<file path="config.mk">
export PLATFORM = sky130hd
export DESIGN_NAME = rpa_access_ctrl
export DESIGN_NICKNAME = d
export VERILOG_FILES = /design/src/include/rpa_pkg.sv /design/src/rpa_access_ctrl.sv /design/src/rpa_pin_sync.sv
export VERILOG_INCLUDE_DIRS = /design/src /design/src/include
export SDC_FILE = /design/constraint.sdc
export NUM_CORES = 1
export LEC_CHECK = 0
export BUFFER_PORTS_ARGS = -buffer_cell sky130_fd_sc_hd__buf_2
export CORE_MARGIN = 4
export CORE_UTILIZATION = 30
export CTS_CLUSTER_DIAMETER = 80
export CTS_CLUSTER_SIZE = 16
export DETAILED_ROUTE_END_ITERATION = 8
export GPL_TIMING_DRIVEN = 1
export PLACE_DENSITY_LB_ADDON = 0.25
export SYNTH_ARGS = -nofsm -noshare
export SYNTH_HDL_FRONTEND = slang
export SYNTH_HIERARCHICAL = 1
export SYNTH_SLANG_ARGS = --single-unit
</file>
<file path="constraint.sdc">
create_clock -name core_clk_i -period 1.6 [get_ports core_clk_i]
set_input_delay 0.24 -clock core_clk_i [delete_from_list [all_inputs] [get_ports core_clk_i]]
set_output_delay 0.24 -clock core_clk_i [all_outputs]
set_load 0.02 [all_outputs]
</file>
<file path="src/include/rpa_map.svh">
// Purpose: Constants of the random port access control
// Assumes: Included by its bare name
// Notes: Definitions only
`ifndef RPA_MAP_SVH
`define RPA_MAP_SVH

// ****************************************
// Control pin vector
// ****************************************
`define RPA_CTRL_W 6
`define RPA_CTRL_RST 6'h3f
`define RPA_POS_CS 5
`define RPA_POS_CMD 4
`define RPA_POS_RW 3
`define RPA_POS_LO 2
`define RPA_POS_HB 1
`define RPA_POS_OE 0

// ****************************************
// Command space
// ****************************************
`define RPA_CMD_AW 3
`define RPA_RESTART_LOC 3'h4
`define RPA_RESTART_BIT 4

// ****************************************
// Lane width and sync stages
// ****************************************
`define RPA_LANE_W 8
`define RPA_SYNC_STAGES 3

`endif

</file>
<file path="src/include/rpa_pkg.sv">
// Purpose: Types of the random port access control
// Assumes: Nothing
// Notes: Constants live in rpa_map.svh
package rpa_pkg;

   typedef enum logic [1:0] {
      RPA_IDLE,
      RPA_READ,
      RPA_WRITE,
      RPA_CLASH
   } rpa_state_e;

endpackage

</file>
<file path="src/rpa_access_ctrl.sv">
// Purpose: Random access port control of a dual port buffer
// Assumes: Host pins asynchronous, sampled on core_clk_i
// Notes: Data pin is split into input, output and enable
`timescale 1ns/10ps
`include "rpa_map.svh"

// How it works
// - Read/write high while selected means read
// - Write only selected lanes, rw and select low
// - Select after write low: never drive outputs
// - Undriven write cycle keeps pins released throughout
// - Memory and command spaces never selected together
// - Command location four, bit four zero, releases
module rpa_access_ctrl #(
   parameter int ADDR_W = 12,
   parameter int DATA_W = 16
) (
   input wire logic core_clk_i,
   input wire logic resetn_i,
   input wire logic chip_sel_n_i,
   input wire logic cmd_sel_n_i,
   input wire logic read_write_i,
   input wire logic low_byte_sel_n_i,
   input wire logic high_byte_sel_n_i,
   input wire logic out_en_n_i,
   input wire logic [ADDR_W-1:0] addr_i,
   input wire logic [DATA_W-1:0] data_in_i,
   output logic [DATA_W-1:0] data_out_o,
   output logic [DATA_W-1:0] data_oe_o,
   output logic [ADDR_W-1:0] acc_addr_o,
   output logic [DATA_W-1:0] acc_wdata_o,
   output logic mem_rd_o,
   output logic mem_wr_lo_o,
   output logic mem_wr_hi_o,
   input wire logic [DATA_W-1:0] mem_rdata_i,
   output logic cmd_rd_o,
   output logic cmd_wr_lo_o,
   output logic cmd_wr_hi_o,
   input wire logic [DATA_W-1:0] cmd_rdata_i,
   output logic seq_release_o,
   output logic select_error_o
);

   localparam int IN_W = `RPA_CTRL_W + ADDR_W + DATA_W;
   localparam logic [IN_W-1:0] IN_RST = {`RPA_CTRL_RST,
                                         {(ADDR_W + DATA_W){1'b0}}};

   logic [IN_W-1:0] pins_s;
   logic [`RPA_CTRL_W-1:0] ctl_s;
   logic [ADDR_W-1:0] addr_s;
   logic [DATA_W-1:0] data_s;
   logic cs_n;
   logic cmd_n;
   logic rw;
   logic lo_n;
   logic hb_n;
   logic oe_n;
   logic mem_sel;
   logic cmd_sel;
   logic any_sel;
   logic both_sel;
   rpa_pkg::rpa_state_e state_q;
   rpa_pkg::rpa_state_e state_d;
   logic space_cmd_q;
   logic space_cmd_d;
   logic released_q;
   logic wr_lo;
   logic wr_hi;
   logic rel_hit;

   // ****************************************
   // Pin synchronisers
   // ****************************************
   rpa_pin_sync #(
      .W(IN_W),
      .RST_VAL(IN_RST)
   ) u_sync (
      .core_clk_i(core_clk_i),
      .resetn_i(resetn_i),
      .pin_i({chip_sel_n_i, cmd_sel_n_i, read_write_i, low_byte_sel_n_i,
              high_byte_sel_n_i, out_en_n_i, addr_i, data_in_i}),
      .level_o(pins_s)
   );

   assign ctl_s = pins_s[IN_W-1 -: `RPA_CTRL_W];
   assign addr_s = pins_s[DATA_W +: ADDR_W];
   assign data_s = pins_s[DATA_W-1:0];
   assign cs_n = ctl_s[`RPA_POS_CS];
   assign cmd_n = ctl_s[`RPA_POS_CMD];
   assign rw = ctl_s[`RPA_POS_RW];
   assign lo_n = ctl_s[`RPA_POS_LO];
   assign hb_n = ctl_s[`RPA_POS_HB];
   assign oe_n = ctl_s[`RPA_POS_OE];

   // ****************************************
   // Space decode
   // ****************************************
   assign mem_sel = !cs_n && cmd_n;
   assign cmd_sel = !cmd_n && cs_n;
   assign any_sel = mem_sel || cmd_sel;
   assign both_sel = !cs_n && !cmd_n;

   // ****************************************
   // Access state
   // ****************************************
   always_comb begin
      state_d = state_q;
      space_cmd_d = space_cmd_q;
      case (state_q)
         rpa_pkg::RPA_IDLE: begin
            if (both_sel) begin
               state_d = rpa_pkg::RPA_CLASH;
            end else if (any_sel) begin
               space_cmd_d = cmd_sel;
               if (rw) begin
                  state_d = rpa_pkg::RPA_READ;
               end else begin
                  state_d = rpa_pkg::RPA_WRITE;
               end
            end
         end
         rpa_pkg::RPA_READ: begin
            if (both_sel) begin
               state_d = rpa_pkg::RPA_CLASH;
            end else if (!any_sel || cmd_sel != space_cmd_q) begin
               state_d = rpa_pkg::RPA_IDLE;
            end else if (!rw) begin
               state_d = rpa_pkg::RPA_WRITE;
            end
         end
         rpa_pkg::RPA_WRITE: begin
            if (both_sel) begin
               state_d = rpa_pkg::RPA_CLASH;
            end else if (!any_sel || cmd_sel != space_cmd_q) begin
               state_d = rpa_pkg::RPA_IDLE;
            end
         end
         rpa_pkg::RPA_CLASH: begin
            if (cs_n && cmd_n) begin
               state_d = rpa_pkg::RPA_IDLE;
            end
         end
         default: begin
            state_d = rpa_pkg::RPA_IDLE;
         end
      endcase
   end

   always_ff @(posedge core_clk_i) begin
      if (!resetn_i) begin
         state_q <= rpa_pkg::RPA_IDLE;
         space_cmd_q <= 1'b0;
      end else begin
         state_q <= state_d;
         space_cmd_q <= space_cmd_d;
      end
   end

   // ****************************************
   // Write lanes
   // ****************************************
   assign wr_lo = state_d == rpa_pkg::RPA_WRITE && !rw && !lo_n;
   assign wr_hi = state_d == rpa_pkg::RPA_WRITE && !rw && !hb_n;
   assign rel_hit = wr_lo && space_cmd_d
                    && addr_s[`RPA_CMD_AW-1:0] == `RPA_RESTART_LOC
                    && !data_s[`RPA_RESTART_BIT];

   always_ff @(posedge core_clk_i) begin
      if (!resetn_i) begin
         mem_wr_lo_o <= 1'b0;
         mem_wr_hi_o <= 1'b0;
         cmd_wr_lo_o <= 1'b0;
         cmd_wr_hi_o <= 1'b0;
      end else begin
         mem_wr_lo_o <= wr_lo && !space_cmd_d;
         mem_wr_hi_o <= wr_hi && !space_cmd_d;
         cmd_wr_lo_o <= wr_lo && space_cmd_d;
         cmd_wr_hi_o <= wr_hi && space_cmd_d;
      end
   end

   always_ff @(posedge core_clk_i) begin
      if (!resetn_i) begin
         acc_addr_o <= '0;
         acc_wdata_o <= '0;
      end else begin
         acc_addr_o <= addr_s;
         acc_wdata_o <= data_s;
      end
   end

   // ****************************************
   // Sequential pointer release
   // ****************************************
   always_ff @(posedge core_clk_i) begin
      if (!resetn_i) begin
         released_q <= 1'b0;
         seq_release_o <= 1'b0;
      end else begin
         released_q <= (released_q || rel_hit)
                       && state_d == rpa_pkg::RPA_WRITE;
         seq_release_o <= rel_hit && !released_q;
      end
   end

   // ****************************************
   // Read strobes and output drive
   // ****************************************
   always_ff @(posedge core_clk_i) begin
      if (!resetn_i) begin
         mem_rd_o <= 1'b0;
         cmd_rd_o <= 1'b0;
         data_oe_o <= '0;
      end else begin
         mem_rd_o <= state_d == rpa_pkg::RPA_READ && !space_cmd_d;
         cmd_rd_o <= state_d == rpa_pkg::RPA_READ && space_cmd_d;
         data_oe_o <= {{(DATA_W - `RPA_LANE_W){state_d == rpa_pkg::RPA_READ
                          && !oe_n && !hb_n}},
                       {`RPA_LANE_W{state_d == rpa_pkg::RPA_READ
                          && !oe_n && !lo_n}}};
      end
   end

   always_ff @(posedge core_clk_i) begin
      if (!resetn_i) begin
         data_out_o <= '0;
      end else if (space_cmd_q) begin
         data_out_o <= cmd_rdata_i;
      end else begin
         data_out_o <= mem_rdata_i;
      end
   end

   // ****************************************
   // Select clash flag
   // ****************************************
   always_ff @(posedge core_clk_i) begin
      if (!resetn_i) begin
         select_error_o <= 1'b0;
      end else begin
         select_error_o <= state_d == rpa_pkg::RPA_CLASH;
      end
   end

endmodule // rpa_access_ctrl

</file>
<file path="src/rpa_pin_sync.sv">
// Purpose: Three stage pin synchroniser with agreement filter
// Assumes: Pins are asynchronous to core_clk_i
// Notes: Output changes once stages two and three agree
`timescale 1ns/10ps
module rpa_pin_sync #(
   parameter int W = 1,
   parameter logic [W-1:0] RST_VAL = '0
) (
   input wire logic core_clk_i,
   input wire logic resetn_i,
   input wire logic [W-1:0] pin_i,
   output logic [W-1:0] level_o
);

   logic [W-1:0] s1_q;
   logic [W-1:0] s2_q;
   logic [W-1:0] s3_q;

   // ****************************************
   // Sync chain
   // ****************************************
   always_ff @(posedge core_clk_i) begin
      if (!resetn_i) begin
         s1_q <= RST_VAL;
         s2_q <= RST_VAL;
         s3_q <= RST_VAL;
      end else begin
         s1_q <= pin_i;
         s2_q <= s1_q;
         s3_q <= s2_q;
      end
   end

   // ****************************************
   // Agreement filter, per bit
   // ****************************************
   always_ff @(posedge core_clk_i) begin
      if (!resetn_i) begin
         level_o <= RST_VAL;
      end else begin
         level_o <= (s2_q & s3_q) | (level_o & (s2_q ^ s3_q));
      end
   end

endmodule // rpa_pin_sync
</file>
==> impl_metrics.json <==
{
  "status": "finished with violations",
  "violations": "setup timing",
  "yosysUniqueCellTypes": 30,
  "grt_pass1_wl_microns": 19400,
  "startpoint_type": "register",
  "power_density_mw_per_mm2": 1240,
  "worstMarginPinSlew_ns": 0.335,
  "post-route-util": 0.396,
  "slowest_stage": "o311a_4",
  "num-nets-final": 797,
  "rows": 53,
  "gr-usage-met2": 0.156,
  "grt.busiest_layer": "met2",
  "h-tree-depth": 4,
  "r2r_end": "mem_wr_hi_o",
  "worstPathArrival_ns": 2.09,
  "avgSynthCellArea_sq_um": 12.0,
  "cts_tree": "built",
  "slew_violations": 0,
  "routed_wirelength_microns": 11800,
  "antenna_found_initial": 1,
  "ff2ff_path_depth": 6,
  "finalCritPeriodShare": 1.10,
  "final_area_sq_mm": 0.00841,
  "grt_pass1_vias": 4060,
  "port_buffers": 135,
  "synthXorXnorAreaFrac": 0.00250,
  "wire_per_inst_microns": 12.0,
  "whs_endpoint": "u_sync/s1_q[14]",
  "worstSetupPathType": "register to register",
  "regArea_sq_mm": 0.00389,
  "dp_cells": 927,
  "dp_hpwl_microns": 7680,
  "final_antenna_net_count": 0,
  "rsz0062_at_grt": "yes",
  "use_met3": 0.0312,
  "mostFrequentLayoutCells": "192 x dfxtp_1, 134 x buf_2, 113 x and2_1, 34 x ha_1, 28 x a21oi_1",
  "grt_overflow": 0,
  "synthCells": 544,
  "cts_made_buffers": 17,
  "yosysSeqAreaShare": 0.596,
  "clock_tree.buffer_depth": 2,
  "synth_compound_area_frac": 0.0290,
  "initial_core_util": 0.307,
  "p_leak_nw": 3.77,
  "finalSetupViolations": 12,
  "drtIter0Drc": 139,
  "clkLatencyLatePin_ns": 0.42,
  "fin_skew_ns": 0.0115,
  "swShare": 0.210,
  "pwr-share-seq": 0.482,
  "p_comb_frac": 0.052,
  "synthToLayoutAreaGrowth_pct": 29.1,
  "path_clk_slew_ns": 0.07,
  "cp.required_ns": 1.93,
  "r2r_start": "u_sync/level_o[33]",
  "grt_usage": 0.0984,
  "finalWeightedCongestion": 0.747,
  "netlist_area_sq_mm": 0.00651,
  "total_power_w": 0.0104,
  "mostFrequentLayoutCell": "dfxtp_1",
  "synth_warnings": 6,
  "max_freq_mhz": 568,
  "synth_mux_area_frac": 0.0261,
  "synthSimpleGateAreaFrac": 0.231,
  "drive_gt1_frac": 0.328,
  "p_int_w": 0.00822,
  "vias_per_cell": 4.09,
  "chipHeight_microns": 155,
  "endpoint_kind": "register",
  "fp.dieW_microns": 155,
  "max_stage_delay_ns": 0.38,
  "layout_setup_ws_ns": -0.160,
  "die_area_sq_mm": 0.0241,
  "fill_cells": 2043,
  "dr.pass1.iters": 4,
  "path_cells": "buf_4 > ha_4 > xor2_2 > o21a_1 > o311a_4 > nor4_4",
  "placed_area_sq_mm": 0.00743,
  "multi_input_area_sq_mm": 0.00251,
  "cap_viol_max_count": 0,
  "synth_top_family_by_area": "simple AND/OR/NAND/NOR gates",
  "numClockSinks": 194,
  "synth-seq-cells": 194,
  "root_buffer": "clkbuf_16",
  "io_pins": 136,
  "core-area_sq_mm": 0.0212,
  "hold_class": "input pin to register",
  "hold_viol": 0,
  "post-route-min-period_ns": 1.76,
  "antenna_cells": 0,
  "reg2reg_slack_ns": -0.16,
  "synth_adder_area_share": 0.0711,
  "grt_max_degree": 89,
  "holdPathStages": 2,
  "drc": 0,
  "slew_headroom": 0.777,
  "crit_fanout": 6,
  "p_clk_frac": 0.466,
  "hp-start": "data_in_i[14]",
  "vias": 4004,
  "power.switching_w": 0.00218,
  "grtUsageMet1": 0.122,
  "synth_nets": 649,
  "layout.cells.non_filler": 980,
  "ir_drop_v": 0.000584
}
[layout make-up]
cell class                      count  area share
Multi-Input combinational cell    309       0.299
Clock inverter                     14      0.0295
Clock buffer                       18      0.0510
Tap cell                          275      0.0409
Timing Repair Buffer              165       0.115
Sequential cell                   194       0.463
Inverter                            5     0.00253
[critical path: cells and delay by family (launching register included)]
family	cells	cell delay [ns]
buffers and inverters	1	0.14
flip-flops	1	0.35
AND/OR/NAND/NOR	1	0.26
AO/OA/AOI/OAI	2	0.60
XOR/XNOR	1	0.16
adder cells (fa/ha/maj)	1	0.16
[kinds of logic after synthesis]
kind of cell             after synthesis
AO/OA/AOI/OAI                         35
XOR/XNOR                               1
adder cells (fa/ha/maj)               37
buffers and inverters                 43
flip-flops                           194
multiplexers                          17
AND/OR/NAND/NOR                      217
[stage by stage]
step | setup TNS (ns) | setup slack [ns] | hold slack, ns
6_report | -1.23 | -0.160 | 0.0259
4_1_cts | -0.964 | -0.155 | 0.000117
2_1_floorplan | 0 | 0.00123 | 0.341
3_3_place_gp | -0.527 | -0.0898 | 0.405
3_5_place_dp | -1.51 | -0.232 | 0.396
5_1_grt | -1.90 | -0.222 | 0.00823
[power by group through the flow]
stage / Clock [W] / Combinational (W) / Sequential (W)
after floorplan: 0 / 0.000279 / 0.00515
after CTS: 0.00502 / 0.000532 / 0.00502
after detailed placement: 0 / 0.000480 / 0.00513
final: 0.00484 / 0.000541 / 0.00502
after global routing: 0.00521 / 0.000606 / 0.00503
after global placement: 0 / 0.000463 / 0.00512
[metal layers]
layer,vias to the layer above,part of all wire
met5,-,0.0011
met4,2,0.020
met3,22,0.069
met2,117,0.45
met1,1826,0.46
li1,2037,-
[synth_stat cells]
| library cell | n | area share |
|---|---|---|
| nor4_1 | 5 | 0.0048 |
| inv_1 | 5 | 0.0029 |
| nand2b_1 | 19 | 0.018 |
| nor2b_4 | 20 | 0.042 |
| dfxtp_1 | 194 | 0.60 |
| buf_6 | 7 | 0.012 |
| and4_1 | 3 | 0.0040 |
| o311a_1 | 1 | 0.0015 |
| and3_1 | 1 | 0.00096 |
| nor4b_2 | 1 | 0.0023 |
| nor2_1 | 4 | 0.0023 |
| xor2_2 | 1 | 0.0025 |
| clkbuf_1 | 5 | 0.0029 |
| a21oi_1 | 29 | 0.022 |
| mux2i_1 | 17 | 0.026 |
| or3_4 | 1 | 0.0017 |
| ha_1 | 37 | 0.071 |
| nor2b_1 | 27 | 0.026 |
| o21a_1 | 2 | 0.0023 |
| buf_4 | 15 | 0.017 |
| nor3_1 | 2 | 0.0015 |
| nand2_1 | 9 | 0.0052 |
| and3b_1 | 1 | 0.0013 |
| o21ai_0 | 2 | 0.0015 |
| o31a_1 | 1 | 0.0013 |
| or2_2 | 2 | 0.0019 |
| and2_1 | 113 | 0.11 |
| or4_1 | 1 | 0.0012 |
| buf_2 | 11 | 0.0085 |
| nand3b_1 | 8 | 0.0092 |
[registers in the layout, indices dropped and copies added, names as in the netlist, 2 cells and up]
name            cells
acc_addr_o         12
acc_wdata_o        16
data_oe_o           2
data_out_o         16
state_q             2
u_sync/level_o     34
u_sync/s1_q        34
u_sync/s2_q        34
u_sync/s3_q        34
[worst max-delay path by stage]
stage | startpoint | end | slack (ns) | depth (start not counted)
detailed placement | u_sync/level_o[33] | mem_wr_hi_o | -0.23 | 7
CTS | u_sync/level_o[33] | cmd_rd_o | -0.16 | 8
floorplan | u_sync/level_o[33] | cmd_wr_hi_o | 0.001 | 7
global placement | u_sync/level_o[33] | cmd_rd_o | -0.09 | 8
finish | u_sync/level_o[33] | mem_wr_hi_o | -0.16 | 6
global route | u_sync/level_o[33] | cmd_rd_o | -0.22 | 8
[what timing repair did]
item | in CTS | in global routing
resized for setup | 11 | 11
cloned | 2 | 0
hold buffers | 13 | 0
hold endpoints to repair | 13 | 0
buffers inserted | 3 | 4
setup endpoints to repair | 13 | 13
pin swaps | 7 | 5
Note: power is estimated with default switching activity, not from simulation.
